<file path="config.mk">
export PLATFORM = sky130hd
export DESIGN_NAME = tcs_device_flat
export DESIGN_NICKNAME = d
export VERILOG_FILES = /design/src/hdl/tcs_pkg.sv /design/src/hdl/tcs_bus_if.sv /design/src/hdl/tcs_device.sv /design/src/flat_wrapper.sv
export VERILOG_INCLUDE_DIRS = /design/src /design/src/hdl
export SDC_FILE = /design/constraint.sdc
export NUM_CORES = 1
export LEC_CHECK = 0
export ABC_AREA = 1
export BUFFER_PORTS_ARGS = -buffer_cell sky130_fd_sc_hd__buf_2
export CAP_MARGIN = 20
export CORE_MARGIN = 4
export CORE_UTILIZATION = 52
export CTS_CLUSTER_DIAMETER = 100
export CTS_CLUSTER_SIZE = 30
export DETAILED_ROUTE_END_ITERATION = 8
export PLACE_DENSITY = 0.81
export SLEW_MARGIN = 40
export SYNTH_ARGS = -nofsm -noshare
export SYNTH_HDL_FRONTEND = slang
export SYNTH_SLANG_ARGS = --single-unit
</file>
<file path="constraint.sdc">
create_clock -name aclk -period 3.6 [get_ports aclk]
set_input_delay 0 -clock aclk [delete_from_list [all_inputs] [get_ports aclk]]
set_output_delay 0 -clock aclk [all_outputs]
set_load 0.05 [all_outputs]
</file>
<file path="src/hdl/tcs_regs.svh">
// Constants for the three-channel timer counter core and its controller.
// Assumes inclusion by bare name from the design and checker files.
`ifndef TCS_REGS_SVH
`define TCS_REGS_SVH
// ----------------------------------------
// Device word addresses (16-bit bus)
// ----------------------------------------
`define TCS_A_CNT   5'h00
`define TCS_A_GR    5'h03
`define TCS_A_GRL   5'h0A
`define TCS_A_RUN   5'h0B
`define TCS_A_SYNC  5'h0C
`define TCS_A_TCS   5'h0D
`define TCS_A_PIO   5'h10
`define TCS_A_STAT  5'h13
`define TCS_A_BUF   5'h14
// ----------------------------------------
// Field positions and reset values
// ----------------------------------------
`define TCS_PIO_CAPA 0
`define TCS_PIO_CAPB 1
`define TCS_PIO_INIT 2
`define TCS_CNT_RST  16'h0000
`define TCS_GR_RST   16'hFFFF
`define TCS_CH_MASK  16'h0007
`define TCS_DIV_DEF  4
// ----------------------------------------
// Controller AXI4-Lite byte offsets
// ----------------------------------------
`define TCS_X_CMD    4'h0
`define TCS_X_WDATA  4'h4
`define TCS_X_RDATA  4'h8
`define TCS_X_STAT   4'hC
`define TCS_CMD_WIDE 8
`define TCS_CMD_WR   9
`define TCS_ST_BUSY  0
`define TCS_ST_DONE  1
`define TCS_ST_ERR   2
`endif

</file>
<file path="src/hdl/tcs_pkg.sv">
// Types shared by the timer core and its controller.
// Assumes tcs_regs.svh on the include path.
package tcs_pkg;
   typedef logic [15:0] tcs_word_t;
   // Counter clear source of one channel
   typedef enum logic [1:0] {TCS_CLR_NONE, TCS_CLR_A, TCS_CLR_B, TCS_CLR_SYNC} tcs_clr_t;
   // Controller sequencer
   typedef enum logic [1:0] {TCS_H_IDLE, TCS_H_REQ, TCS_H_WAIT} tcs_hst_t;
endpackage : tcs_pkg

</file>
<file path="src/hdl/tcs_bus_if.sv">
// Word bus between controller and timer core.
// Assumes both ends run on the same aclk.
`timescale 1ns/100ps
`default_nettype none
interface tcs_bus_if;
   logic [4:0]  addr;  // Word address
   logic        req;   // One-cycle request
   logic        we;    // Write when high
   logic        wide;  // 16-bit access when high
   logic [15:0] wdata;
   logic [15:0] rdata;
   logic        ack;   // One-cycle answer
   modport dev  (input addr, req, we, wide, wdata, output rdata, ack);
   modport host (output addr, req, we, wide, wdata, input rdata, ack);
endinterface : tcs_bus_if
`default_nettype wire

</file>
<file path="src/hdl/tcs_device.sv">
// Timer counter core: three 16-bit up-counters, eight general registers,
// run/sync control, pin levels and overflow flags.
// Assumes requests from tcs_bus_if are synchronous to aclk.
// Behaviour
// - Three readable, writable 16-bit up-counters
// - Counters zero on reset and standby
// - General registers compare or capture
// - Eight general registers: four, two, two
// - General registers all-ones on reset, standby
// - Channel 0: C buffers A, D buffers B
// - Counters, general registers: 16-bit access only
// - Run bits 2..0 start channel counting
// - Stop counter before changing mode, clock
// - Stopping keeps the compare output level
// - Pin control write while stopped sets level
// - Sync bits 2..0 select synchronous operation
// - Unsynchronised channel presets, clears alone
// - Synchronised channels preset and clear together
// - Synchronous operation needs two sync bits
// - Sync clear needs sync bit, clear source
// - Rollover sets overflow flag; read-then-zero clears
//
// Implementation choices: the AXI4-Lite register port and the register addresses.
`include "tcs_regs.svh"
`timescale 1ns/100ps
`default_nettype none
module tcs_device
   import tcs_pkg::*;
#(
   parameter int DIV = `TCS_DIV_DEF
) (
   // Clock and reset
   input  wire logic       aclk,
   input  wire logic       aresetn,
   // Hardware standby, high while in standby
   input  wire logic       standby,
   // Register bus
   tcs_bus_if.dev          bus,
   // Capture strobes, one-cycle pulses
   input  wire logic [2:0] cap_a,
   input  wire logic [2:0] cap_b,
   // Timer pins
   output logic [2:0]      pin_o,
   output logic [2:0]      pin_oe,
   // Overflow flags
   output logic [2:0]      overflow_flag
);
   // ----------------------------------------
   // Elaboration check
   // ----------------------------------------
   if (DIV < 1 || DIV > 65535) begin : g_chk
      $error("tcs_device: DIV out of range");
   end

   // ----------------------------------------
   // State
   // ----------------------------------------
   tcs_word_t cnt_ff [3];
   tcs_word_t gr_ff  [8];
   tcs_word_t nxt_cnt [3];
   tcs_word_t nxt_gr  [8];
   tcs_clr_t  clr_ff [3];
   logic [2:0] pio_ff [3];
   logic [2:0] run_ff, sync_ff, ovf_ff, seen_ff, pin_ff;
   logic [2:0] nxt_ovf, nxt_seen, nxt_pin;
   logic [1:0] buf_ff;
   logic [15:0] div_ff;
   logic        ack_ff;
   tcs_word_t   rdata_ff, rd_mux;

   // ----------------------------------------
   // Decode
   // ----------------------------------------
   // Standby restarts everything like reset
   wire rst_all  = ~aresetn | standby;
   wire wr       = bus.req & bus.we;
   wire rd       = bus.req & ~bus.we;
   wire is_word  = bus.addr <= `TCS_A_GRL;
   // Byte access to word registers is dropped
   wire wr_word  = wr & bus.wide & is_word;
   wire wr_run   = wr & (bus.addr == `TCS_A_RUN);
   wire wr_sync  = wr & (bus.addr == `TCS_A_SYNC);
   wire wr_stat  = wr & (bus.addr == `TCS_A_STAT);
   wire rd_stat  = rd & (bus.addr == `TCS_A_STAT);
   wire wr_buf   = wr & (bus.addr == `TCS_A_BUF);
   wire div_tick = div_ff == 16'(DIV - 1);

   logic [2:0] tick, m_a, m_b, c_a, c_b, self_clr, clr_now, wr_cnt, load;
   logic [2:0] wr_tcs, wr_pio, ovf_set;
   wire        sync_src = |(self_clr & sync_ff);
   wire        sync_pre = |(wr_cnt & sync_ff);

   for (genvar c = 0; c < 3; c++) begin : g_ch
      localparam int IA = (c == 0) ? 0 : 2 * c + 2;
      // Compare matches only in compare mode
      assign tick[c]     = div_tick & run_ff[c];
      assign m_a[c]      = ~pio_ff[c][`TCS_PIO_CAPA] & (cnt_ff[c] == gr_ff[IA]);
      assign m_b[c]      = ~pio_ff[c][`TCS_PIO_CAPB] & (cnt_ff[c] == gr_ff[IA+1]);
      assign c_a[c]      = cap_a[c] & pio_ff[c][`TCS_PIO_CAPA];
      assign c_b[c]      = cap_b[c] & pio_ff[c][`TCS_PIO_CAPB];
      assign self_clr[c] = (clr_ff[c] == TCS_CLR_A & (tick[c] & m_a[c] | c_a[c]))
                         | (clr_ff[c] == TCS_CLR_B & (tick[c] & m_b[c] | c_b[c]));
      // Sync clear follows any synchronised self-clearing channel
      assign clr_now[c]  = self_clr[c]
                         | (sync_ff[c] & clr_ff[c] == TCS_CLR_SYNC & sync_src);
      assign wr_cnt[c]   = wr_word & (bus.addr == `TCS_A_CNT + 5'(c));
      assign load[c]     = wr_cnt[c] | (sync_ff[c] & sync_pre);
      assign wr_tcs[c]   = wr & (bus.addr == `TCS_A_TCS + 5'(c));
      assign wr_pio[c]   = wr & (bus.addr == `TCS_A_PIO + 5'(c));
      assign ovf_set[c]  = tick[c] & ~load[c] & ~clr_now[c]
                         & (cnt_ff[c] == 16'hFFFF);
   end

   // ----------------------------------------
   // Counter and general register next state
   // ----------------------------------------
   // Priority: bus write, clear, increment
   always_comb begin
      for (int c = 0; c < 3; c++) begin
         if (load[c]) begin
            nxt_cnt[c] = bus.wdata;
         end else if (clr_now[c]) begin
            nxt_cnt[c] = `TCS_CNT_RST;
         end else if (tick[c]) begin
            nxt_cnt[c] = cnt_ff[c] + 16'h0001;
         end else begin
            nxt_cnt[c] = cnt_ff[c];
         end
      end
      for (int g = 0; g < 8; g++) begin
         nxt_gr[g] = gr_ff[g];
      end
      // Capture, and buffer transfers on channel 0
      for (int c = 0; c < 3; c++) begin
         if (c_a[c]) begin
            nxt_gr[(c == 0) ? 0 : 2 * c + 2] = cnt_ff[c];
         end
         if (c_b[c]) begin
            nxt_gr[(c == 0) ? 1 : 2 * c + 3] = cnt_ff[c];
         end
      end
      if (buf_ff[0] & c_a[0]) begin
         nxt_gr[2] = gr_ff[0];
      end
      if (buf_ff[0] & tick[0] & m_a[0]) begin
         nxt_gr[0] = gr_ff[2];
      end
      if (buf_ff[1] & c_b[0]) begin
         nxt_gr[3] = gr_ff[1];
      end
      if (buf_ff[1] & tick[0] & m_b[0]) begin
         nxt_gr[1] = gr_ff[3];
      end
      // Software write wins over capture
      for (int g = 0; g < 8; g++) begin
         if (wr_word & (bus.addr == `TCS_A_GR + 5'(g))) begin
            nxt_gr[g] = bus.wdata;
         end
      end
   end

   // ----------------------------------------
   // Flags and pin levels
   // ----------------------------------------
   // Set wins over a clear in the same cycle
   always_comb begin
      nxt_seen = seen_ff | (rd_stat ? ovf_ff : 3'h0);
      nxt_ovf  = ovf_ff;
      if (wr_stat) begin
         nxt_ovf  = ovf_ff & ~(seen_ff & ~bus.wdata[2:0]);
         nxt_seen = nxt_seen & bus.wdata[2:0];
      end
      nxt_ovf = nxt_ovf | ovf_set;
      for (int c = 0; c < 3; c++) begin
         if (wr_pio[c] & ~run_ff[c]) begin
            nxt_pin[c] = bus.wdata[`TCS_PIO_INIT];
         end else if (tick[c] & m_a[c]) begin
            nxt_pin[c] = ~pin_ff[c];
         end else begin
            nxt_pin[c] = pin_ff[c];
         end
      end
   end

   // ----------------------------------------
   // Read mux
   // ----------------------------------------
   always_comb begin
      rd_mux = 16'h0000;
      if (is_word) begin
         if (bus.wide) begin
            rd_mux = (bus.addr < `TCS_A_GR) ? cnt_ff[bus.addr[1:0]]
                                            : gr_ff[3'(bus.addr - `TCS_A_GR)];
         end
      end else if (bus.addr == `TCS_A_RUN) begin
         rd_mux = {13'h0000, run_ff};
      end else if (bus.addr == `TCS_A_SYNC) begin
         rd_mux = {13'h0000, sync_ff};
      end else if (bus.addr >= `TCS_A_TCS && bus.addr < `TCS_A_PIO) begin
         rd_mux = {14'h0000, clr_ff[2'(bus.addr - `TCS_A_TCS)]};
      end else if (bus.addr >= `TCS_A_PIO && bus.addr < `TCS_A_STAT) begin
         rd_mux = {13'h0000, pio_ff[2'(bus.addr - `TCS_A_PIO)]};
      end else if (bus.addr == `TCS_A_STAT) begin
         rd_mux = {13'h0000, ovf_ff};
      end else if (bus.addr == `TCS_A_BUF) begin
         rd_mux = {14'h0000, buf_ff};
      end
   end

   // ----------------------------------------
   // Registers
   // ----------------------------------------
   always_ff @(posedge aclk) begin
      if (rst_all) begin
         for (int c = 0; c < 3; c++) begin
            cnt_ff[c] <= `TCS_CNT_RST;
            clr_ff[c] <= TCS_CLR_NONE;
            pio_ff[c] <= 3'h0;
         end
         for (int g = 0; g < 8; g++) begin
            gr_ff[g] <= `TCS_GR_RST;
         end
         run_ff   <= 3'h0;
         sync_ff  <= 3'h0;
         ovf_ff   <= 3'h0;
         seen_ff  <= 3'h0;
         pin_ff   <= 3'h0;
         buf_ff   <= 2'h0;
         div_ff   <= 16'h0000;
         ack_ff   <= 1'b0;
         rdata_ff <= 16'h0000;
      end else begin
         cnt_ff   <= nxt_cnt;
         gr_ff    <= nxt_gr;
         ovf_ff   <= nxt_ovf;
         seen_ff  <= nxt_seen;
         pin_ff   <= nxt_pin;
         div_ff   <= div_tick ? 16'h0000 : div_ff + 16'h0001;
         ack_ff   <= bus.req;
         rdata_ff <= rd ? rd_mux : rdata_ff;
         if (wr_run) begin
            run_ff <= bus.wdata[2:0];
         end
         if (wr_sync) begin
            sync_ff <= bus.wdata[2:0];
         end
         if (wr_buf) begin
            buf_ff <= bus.wdata[1:0];
         end
         for (int c = 0; c < 3; c++) begin
            if (wr_tcs[c]) begin
               clr_ff[c] <= tcs_clr_t'(bus.wdata[1:0]);
            end
            if (wr_pio[c]) begin
               pio_ff[c] <= bus.wdata[2:0];
            end
         end
      end
   end

   // ----------------------------------------
   // Outputs
   // ----------------------------------------
   // Pin drives only while channel A compares
   assign pin_o         = pin_ff;
   assign overflow_flag = ovf_ff;
   always_comb begin
      for (int c = 0; c < 3; c++) begin
         pin_oe[c] = ~pio_ff[c][`TCS_PIO_CAPA];
      end
   end
   assign bus.ack   = ack_ff;
   assign bus.rdata = rdata_ff;
endmodule : tcs_device
`default_nettype wire

</file>
<file path="src/flat_wrapper.sv">
// flat-port wrapper written by rule: the top's interface ports become plain ports
module tcs_device_flat import tcs_pkg::*;
#(
   parameter int DIV = `TCS_DIV_DEF
)
  (aclk, aresetn, standby, cap_a, cap_b, pin_o, pin_oe, overflow_flag, bus_addr, bus_req, bus_we, bus_wide, bus_wdata, bus_rdata, bus_ack);
  tcs_bus_if bus_i ();
  input  wire logic aclk;
  input  wire logic aresetn;
  input  wire logic standby;
  input  wire logic [2:0] cap_a;
  input  wire logic [2:0] cap_b;
  output logic [2:0] pin_o;
  output logic [2:0] pin_oe;
  output logic [2:0] overflow_flag;
  input wire logic [$bits(bus_i.addr)-1:0] bus_addr;
  input wire logic [$bits(bus_i.req)-1:0] bus_req;
  input wire logic [$bits(bus_i.we)-1:0] bus_we;
  input wire logic [$bits(bus_i.wide)-1:0] bus_wide;
  input wire logic [$bits(bus_i.wdata)-1:0] bus_wdata;
  output wire logic [$bits(bus_i.rdata)-1:0] bus_rdata;
  output wire logic [$bits(bus_i.ack)-1:0] bus_ack;
  assign bus_i.addr = bus_addr;
  assign bus_i.req = bus_req;
  assign bus_i.we = bus_we;
  assign bus_i.wide = bus_wide;
  assign bus_i.wdata = bus_wdata;
  assign bus_rdata = bus_i.rdata;
  assign bus_ack = bus_i.ack;
  tcs_device #(.DIV(DIV)) u_core (.aclk(aclk), .aresetn(aresetn), .standby(standby), .bus(bus_i), .cap_a(cap_a), .cap_b(cap_b), .pin_o(pin_o), .pin_oe(pin_oe), .overflow_flag(overflow_flag));
endmodule
</file>
==> results of run 1 <==
per-layer routing:
metal	routed length, um	GRT usage	vias up	part of all wire
met4	4400	0.195	2	0.074
met5	13	0	-	0.00022
met1	21900	0.444	8001	0.37
li1	-	-	7990	-
met3	8780	0.110	321	0.15
met2	24500	0.509	1369	0.41
area by class of cell:
type | count | area [um2] | area share
clock buffer | 15 | 333 | 0.0201
clock inverter | 6 | 68.8 | 0.00416
inverter | 267 | 1000 | 0.0607
multi-input combinational | 1740 | 8960 | 0.541
sequential | 241 | 4970 | 0.301
tap | 390 | 488 | 0.0295
timing repair buffer | 110 | 722 | 0.0436
cells in the mapped netlist, types with 3 or more instances:
cell,instances
nor4_1,6
nand2_2,6
o31ai_1,3
nor2_4,5
o21ai_2,4
nand3_1,140
buf_1,5
o21bai_2,20
nor3_2,6
clkinv_1,4
clkbuf_2,3
o311ai_0,18
nor3_1,26
dfxtp_1,226
o221ai_1,23
nand3_2,5
buf_4,11
clkbuf_1,114
xnor2_1,14
a31oi_1,8
a21oi_1,127
inv_2,9
nand2_1,462
buf_6,4
edfxtp_1,15
nor2_1,252
o21ai_0,362
ha_1,8
nand4_1,28
inv_1,253
buf_2,27
o21ai_1,8
or2_2,4
xor2_1,42
a211oi_1,16
o211ai_1,105
nor2_2,25
worst min path at each step:
| stage | from | end | slack, ns | depth (start not counted) |
|---|---|---|---|---|
| after floorplan | bus_req | u_core.bus.ack$_SDFF_PP0_ | 0.14 | 2 |
| after global placement | bus_req | u_core.bus.ack$_SDFF_PP0_ | 0.25 | 3 |
| after detailed placement | bus_req | u_core.bus.ack$_SDFF_PP0_ | 0.26 | 3 |
| after CTS | bus_wdata[12] | u_core.gr_ff[92]$_SDFFE_PP1P_ | 0.008 | 3 |
| after global routing | bus_wdata[1] | u_core.seen_ff[1]$_SDFF_PP0_ | 0.04 | 3 |
| final | bus_wdata[1] | u_core.cnt_ff[17]$_SDFFE_PP0P_ | 0.04 | 5 |
stage by stage:
| stage | instance area, um2 | std cells | util |
|---|---|---|---|
| after floorplan | 15700 | 2414 | - |
| after global placement | 16000 | 2734 | 0.539 |
| after detailed placement | 16000 | 2734 | 0.539 |
| after CTS | 16600 | 2769 | 0.557 |
| after global routing | 16600 | 2769 | 0.557 |
| final | 16600 | 2769 | 0.557 |
critical path: stages (launching register included):
cell and delay, ns:
dfxtp_1 0.37, ha_1 0.21, inv_1 0.05, nor2_1 0.08, nand2_1 0.07, nor2_2 0.15
nand3_1 0.23, nor2_1 0.18, nand3_2 0.13, nor2_2 0.45, inv_1 0.35, a21oi_2 0.19
buf_4 0.26, o211ai_1 0.13, o211ai_1 0.11
power breakdown:
part / leakage (nW) / switching [W] / internal, W / total, W
logic: 5.13 / 0.000519 / 0.000180 / 0.000699
registers: 2.00 / 0.0000553 / 0.00274 / 0.00279
clock network: 0.194 / 0.00107 / 0.000715 / 0.00178
total: 7.32 / 0.00164 / 0.00364 / 0.00528
flip-flops by register name, indices dropped and copies added (netlist names), 3 cells and up:
register / cells
u_core.sync_ff: 3
u_core.seen_ff: 3
u_core.overflow_flag: 3
u_core.pio_ff: 9
u_core.pin_o: 3
u_core.div_ff: 16
u_core.clr_ff: 6
u_core.bus.rdata: 16
u_core.gr_ff: 128
u_core.run_ff: 3
u_core.cnt_ff: 48
logic make-up (layout without fill, tap and decap cells):
kind of cell	Yosys count	after routing	share of synthesized area
DFF	241	241	0.317
xor gates and xnor gates	56	56	0.0313
adders and majority gates	8	8	0.00638
buffers and inverters	433	398	0.112
AOI/OAI and AO/OA	701	701	0.264
and+or+nand+nor	975	975	0.269
==> results.sh, run 1 <==
export IMPL_outcome="complete, no violations"
export IMPL_ys_types=51
export IMPL_irDropWorstVdd_mv=0.430
export IMPL_start_util=0.528
export IMPL_crit_path_end="u_core.gr_ff[120]$_SDFFE_PP1P_"
export IMPL_place_port_buffers=58
export IMPL_dr_pass1_iters=7
export IMPL_die_area_mm2=0.0330
export IMPL_async_reset_ff_frac=0
export IMPL_ys_flop_type="dfxtp_1"
export IMPL_p_leak_nw=7.32
export IMPL_synth_top_cells_by_area="dfxtp_1, o21ai_0, nand2_1"
export IMPL_ys_seq_elements=241
export IMPL_syn_nets=2455
export IMPL_cts_sinks=241
export IMPL_r2r_start="u_core.div_ff[0]$_SDFF_PP0_"
export IMPL_relSlewSlack=0.430
export IMPL_grt_overflow=0
export IMPL_worstSkewPairLatency_ns=0.52
export IMPL_hpwl_mm=41.7
export IMPL_clk_pin_slew_ns=0.12
export IMPL_maxSlewViolCount=0
export IMPL_io_pins=59
export IMPL_clock_fmax_mhz=327
export IMPL_worstSetupStartpointType="flop"
export IMPL_fin_crit_ns=3.06
export IMPL_cts_root_buf="clkbuf_16"
export IMPL_setup_viol=0
export IMPL_synth_top_area_frac=0.288
export IMPL_antenna_cells=0
export IMPL_regToRegEndpoint="u_core.gr_ff[120]$_SDFFE_PP1P_"
export IMPL_fill_cells=2868
export IMPL_hp_class="input pin to flop"
export IMPL_worstMarginPinSlew_ns=0.855
export IMPL_yosysTopAreaCell="dfxtp_1"
export IMPL_final_hold_viol_count=0
export IMPL_fp_row_count=63
export IMPL_critical_path_required_ns=4.03
export IMPL_fp_dieW_um=182
export IMPL_cts_setup_buffers=0
export IMPL_wire_per_inst_um=21.5
export IMPL_cp_arrival_ns=3.49
export IMPL_drtIter0Drc=3071
export IMPL_cts_max_path_buffers=3
export IMPL_power_density_mw_per_mm2=319
export IMPL_grt_max_degree=101
export IMPL_fin_ws_ns=0.543
export IMPL_place_congestion=1.13
export IMPL_postSynthCellCount=2414
export IMPL_viasPerCell=6.39
export IMPL_crit_start="u_core.div_ff[0]$_SDFF_PP0_"
export IMPL_grt_antenna_before_repair=1
export IMPL_cts_resized=0
export IMPL_vias=17700
export IMPL_synthToLayoutAreaGrowth_pct=5.51
export IMPL_first_global_vias=16500
export IMPL_final_cell_mix="nand2_1, o21ai_0, inv_1"
export IMPL_routed_wirelength_mm=59.7
export IMPL_synth_warnings=0
export IMPL_rsz0062_at_grt="no"
export IMPL_avgSynthCellArea_um2=6.50
export IMPL_synth_edf_count=15
export IMPL_synth_area_mm2=0.0157
export IMPL_core_area_mm2=0.0297
export IMPL_drive_gt1_frac=0.0879
export IMPL_reg2reg_depth=14
export IMPL_place_worst_setup_slack_ns=0.638
export IMPL_final_common_cell="nand2_1"
export IMPL_end_kind="flop"
export IMPL_drc=0
export IMPL_hold_buffers=14
export IMPL_ant_nets=0
export IMPL_tritoncts="done"
export IMPL_finalClockSkew_ns=0.0298
export IMPL_track_usage=0.345
export IMPL_path_max_fanout=16
export IMPL_maxCapViolCount=0
export IMPL_power_total_w=0.00528
export IMPL_final_nets=2414
export IMPL_whs_ns=0.0388
export IMPL_htreeDepth=1
export IMPL_grt_pass1_wl_mm=92.1
export IMPL_tns_ns=0
export IMPL_reg2reg_slack_ns=0.54
export IMPL_ys_seq_area_frac=0.317
export IMPL_worstSetupPathType="flop to flop"
export IMPL_die_y_um=182
export IMPL_fin_crit_sh=0.849
export IMPL_numCtsBuffers=13
Note: power is estimated with default switching activity, not from simulation.
==> run 2, diff against run 1 <==
--- a/config.mk
+++ b/config.mk
@@ -6,7 +6,7 @@
 export SDC_FILE = /design/constraint.sdc
 export NUM_CORES = 1
 export LEC_CHECK = 0
-export ABC_AREA = 1
+export ABC_AREA = 0
 export BUFFER_PORTS_ARGS = -buffer_cell sky130_fd_sc_hd__buf_2
 export CAP_MARGIN = 20
 export CORE_MARGIN = 4
@@ -14,7 +14,7 @@
 export CTS_CLUSTER_DIAMETER = 100
 export CTS_CLUSTER_SIZE = 30
 export DETAILED_ROUTE_END_ITERATION = 8
-export PLACE_DENSITY = 0.81
+export PLACE_DENSITY = 0.84
 export SLEW_MARGIN = 40
 export SYNTH_ARGS = -nofsm -noshare
 export SYNTH_HDL_FRONTEND = slang
==> constraint.sdc (replaced) <==
create_clock -name aclk -period 2.7 [get_ports aclk]
set_input_delay 0 -clock aclk [delete_from_list [all_inputs] [get_ports aclk]]
set_output_delay 0 -clock aclk [all_outputs]
set_load 0.05 [all_outputs]
==> run 2 against run 1 <==
The flow now finishes with violations (negative setup slack). Fmax fell by 5.2%. Core utilization is 12 points higher. Clock power rose by 30%. Clock skew rose by 0.0011 ns. Register-to-register slack worse by 1.1 ns. Sequential share of layout area is 3.8 points lower. Area after synthesis down 4.8%. Combinational power is 47% higher. Flip-flop and latch count stayed put. Largest cell class unchanged.
==> results.sh, run 2 <==
export IMPL_outcome="finished, violations left"
export IMPL_violations="negative setup slack"
export IMPL_p_sw_w=0.00199
export IMPL_start_util=0.532
export IMPL_p_leak_nw=7.28
export IMPL_final_hold_viol_count=0
export IMPL_critical_path_required_ns=3.13
export IMPL_cp_num_buf_inv=2
export IMPL_relSlewSlack=0.441
export IMPL_grt_max_degree=64
export IMPL_hp_class="input pin to flop"
export IMPL_path_max_fanout=6
export IMPL_die_area_mm2=0.0315
export IMPL_ant_nets=0
export IMPL_worstMarginPinSlew_ns=0.838
export IMPL_grt_antenna_before_repair=1
export IMPL_final_cell_mix="nand2_1, buf_4, dfxtp_1"
export IMPL_power_frac_seq=0.525
export IMPL_dr_pass1_iters=8
export IMPL_reg2reg_slack_ns=-0.52
export IMPL_syn_nets=1953
export IMPL_antenna_cells=0
export IMPL_hpwl_mm=40.7
export IMPL_track_usage=0.352
export IMPL_ys_seq_area_frac=0.333
export IMPL_fin_ws_ns=-0.524
export IMPL_ys_seq_elements=241
export IMPL_fp_row_count=61
export IMPL_crit_chain="xnor2_1 -> nand4_1 -> or3_1 -> nor4b_4 -> a221o_1 -> a221o_2 -> buf_4 -> a2111o_1 -> buf_6 -> a41o_1 -> a2bb2oi_2"
export IMPL_holdPathEnd="u_core.gr_ff[76]$_SDFFE_PP1P_"
export IMPL_path_delay_family="compound AO/OA/AOI/OAI gates"
export IMPL_viasPerCell=6.61
export IMPL_swShare=0.283
export IMPL_largest_reg_flops=128
export IMPL_maxSlewViolCount=0
export IMPL_wire_per_inst_um=23.6
export IMPL_synthToLayoutAreaGrowth_pct=26.9
export IMPL_max_stage_delay_ns=0.52
export IMPL_drive_gt1_frac=0.269
export IMPL_worstSetupStartpointType="flop"
export IMPL_power_total_w=0.00703
export IMPL_postSynthCellCount=1912
export IMPL_fin_crit_sh=1.19
export IMPL_rsz0062_at_grt="yes"
export IMPL_finalClockSkew_ns=0.0309
export IMPL_worstSkewPairLatency_ns=0.52
export IMPL_cp_arrival_ns=3.66
export IMPL_final_common_cell="nand2_1"
export IMPL_postPlaceCellArea_mm2=0.0174
export IMPL_yosysTopAreaCell="dfxtp_1"
export IMPL_fin_util=0.675
export IMPL_fin_crit_ns=3.22
export IMPL_grt_overflow=0
export IMPL_end_kind="flop"
export IMPL_synth_edf_count=15
export IMPL_maxCapViolCount=0
export IMPL_cts_max_path_buffers=3
export IMPL_p_comb_frac=0.147
export IMPL_grt_pass1_wl_mm=87.8
export IMPL_synth_area_mm2=0.0149
export IMPL_synth_top_cells_by_area="dfxtp_1, nand2_1, mux4_2"
export IMPL_clock_fmax_mhz=310
export IMPL_numCtsBuffers=12
export IMPL_whs_ns=0.0503
export IMPL_core_area_mm2=0.0281
export IMPL_setup_viol=78
export IMPL_final_area_mm2=0.0190
export IMPL_met2_usage=0.579
export IMPL_power_share_clock=0.328
export IMPL_min_from="bus_wdata[12]"
export IMPL_hold_depth=3
export IMPL_r2r_start="u_core.cnt_ff[32]$_SDFFE_PP0P_"
export IMPL_synth_top_area_frac=0.303
export IMPL_clk_pin_slew_ns=0.12
export IMPL_async_reset_ff_frac=0
export IMPL_cts_root_buf="clkbuf_16"
export IMPL_fp_dieW_um=178
export IMPL_largest_register="u_core.gr_ff"
export IMPL_htreeDepth=1
export IMPL_first_global_vias=15400
export IMPL_synth_warnings=0
export IMPL_power_density_mw_per_mm2=371
export IMPL_irDropWorstVdd_mv=0.530
export IMPL_slowest_stage="a2111o_1"
export IMPL_top_regs="u_core.gr_ff: 128 flops, u_core.cnt_ff: 48 flops"
export IMPL_met1_usage=0.458
export IMPL_drtIter0Drc=2733
export IMPL_cts_sinks=241
export IMPL_ys_flop_type="dfxtp_1"
export IMPL_p_int_w=0.00504
export IMPL_final_nets=2182
export IMPL_io_pins=59
export IMPL_regToRegEndpoint="u_core.cnt_ff[31]$_SDFFE_PP0P_"
export IMPL_vias=16700
export IMPL_synth_most_common_cell="nand2_1"
export IMPL_avgSynthCellArea_um2=7.81
export IMPL_die_y_um=178
export IMPL_synth_common_cells="nand2_1, dfxtp_1, clkbuf_1"
export IMPL_grtUsageMet3=0.0592
export IMPL_reg2reg_depth=11
export IMPL_place_congestion=1.00
export IMPL_worstSetupPathType="flop to flop"
export IMPL_tritoncts="done"
export IMPL_place_port_buffers=58
export IMPL_drc=0
export IMPL_top_usage_layer="met2"
export IMPL_routed_wirelength_mm=59.5
export IMPL_ys_types=72
-- run 2: metal layers --
layer / vias up / part of all wire
li1: 7265 / -
met1: 7782 / 0.36
met4: 2 / 0.061
met5: - / 0.00013
met3: 309 / 0.12
met2: 1321 / 0.46
-- run 2: cell families (layout without fill, tap and decap cells) --
logic type / Yosys count / in the layout / share of synthesized area
and+or+nand+nor: 808 / 808 / 0.249
AOI/OAI and AO/OA: 445 / 445 / 0.201
adders and majority gates: 8 / 8 / 0.00670
buffers and inverters: 208 / 441 / 0.0565
xor gates and xnor gates: 113 / 113 / 0.0662
muxes: 89 / 89 / 0.0874
DFF: 241 / 241 / 0.333
-- run 2: what timing repair did --
action,4_1_cts,5_1_grt
buffers inserted,24,14
cloned,4,1
hold buffers,17,0
resized for setup,43,96
setup endpoints to repair,83,84
endpoints found under the hold margin,84,0
pin swaps,24,32
-- run 2: worst max path at each step --
stage | startpoint | cells past startpoint | endpoint
2_1_floorplan | u_core.div_ff[1]$_SDFF_PP0_ | 12 | u_core.cnt_ff[44]$_SDFFE_PP0P_
3_3_place_gp | u_core.div_ff[1]$_SDFF_PP0_ | 13 | u_core.cnt_ff[44]$_SDFFE_PP0P_
3_5_place_dp | u_core.div_ff[1]$_SDFF_PP0_ | 12 | u_core.cnt_ff[44]$_SDFFE_PP0P_
4_1_cts | u_core.div_ff[1]$_SDFF_PP0_ | 14 | u_core.cnt_ff[43]$_SDFFE_PP0P_
5_1_grt | u_core.div_ff[0]$_SDFF_PP0_ | 14 | u_core.cnt_ff[21]$_SDFFE_PP0P_
6_report | u_core.cnt_ff[32]$_SDFFE_PP0P_ | 11 | u_core.cnt_ff[31]$_SDFFE_PP0P_
-- run 2: power groups by stage --
stage / clock (W) / combinational [W] / sequential (W)
2_1_floorplan: 0 / 0.000521 / 0.00378
3_3_place_gp: 0 / 0.000888 / 0.00376
3_5_place_dp: 0 / 0.000911 / 0.00377
4_1_cts: 0.00231 / 0.000957 / 0.00369
5_1_grt: 0.00243 / 0.00108 / 0.00370
6_report: 0.00231 / 0.00103 / 0.00369
-- run 2: worst reg2reg max path: cells and delay by family (launching register included) --
kind,cells,cell delay [ns]
XOR/XNOR,1,0.17
AND/OR/NAND/NOR,3,0.48
flip-flops,1,0.50
AO/OA/AOI/OAI,5,1.64
buffers and inverters,2,0.36
-- run 2: layout make-up --
type                    instances  area (um2)
multi-input cells            1463        9850
fillers                      2193        9130
flip-flops and latches        241        4980
repair buffers                408        3210
well taps                     378         473
clock buffers                  14         329
clock inverters                 4        58.8
inverters                      15        56.3
-- run 2: metrics by stage --
stage | setup TNS, ns | cells | setup slack (ns)
finish | -24.11 | 2523 | -0.524
global route | -31.55 | 2523 | -0.590
CTS | -14.94 | 2512 | -0.348
detailed placement | -28.53 | 2449 | -0.479
global placement | -19.95 | 2449 | -0.421
floorplan | -8.93 | 1912 | -0.221
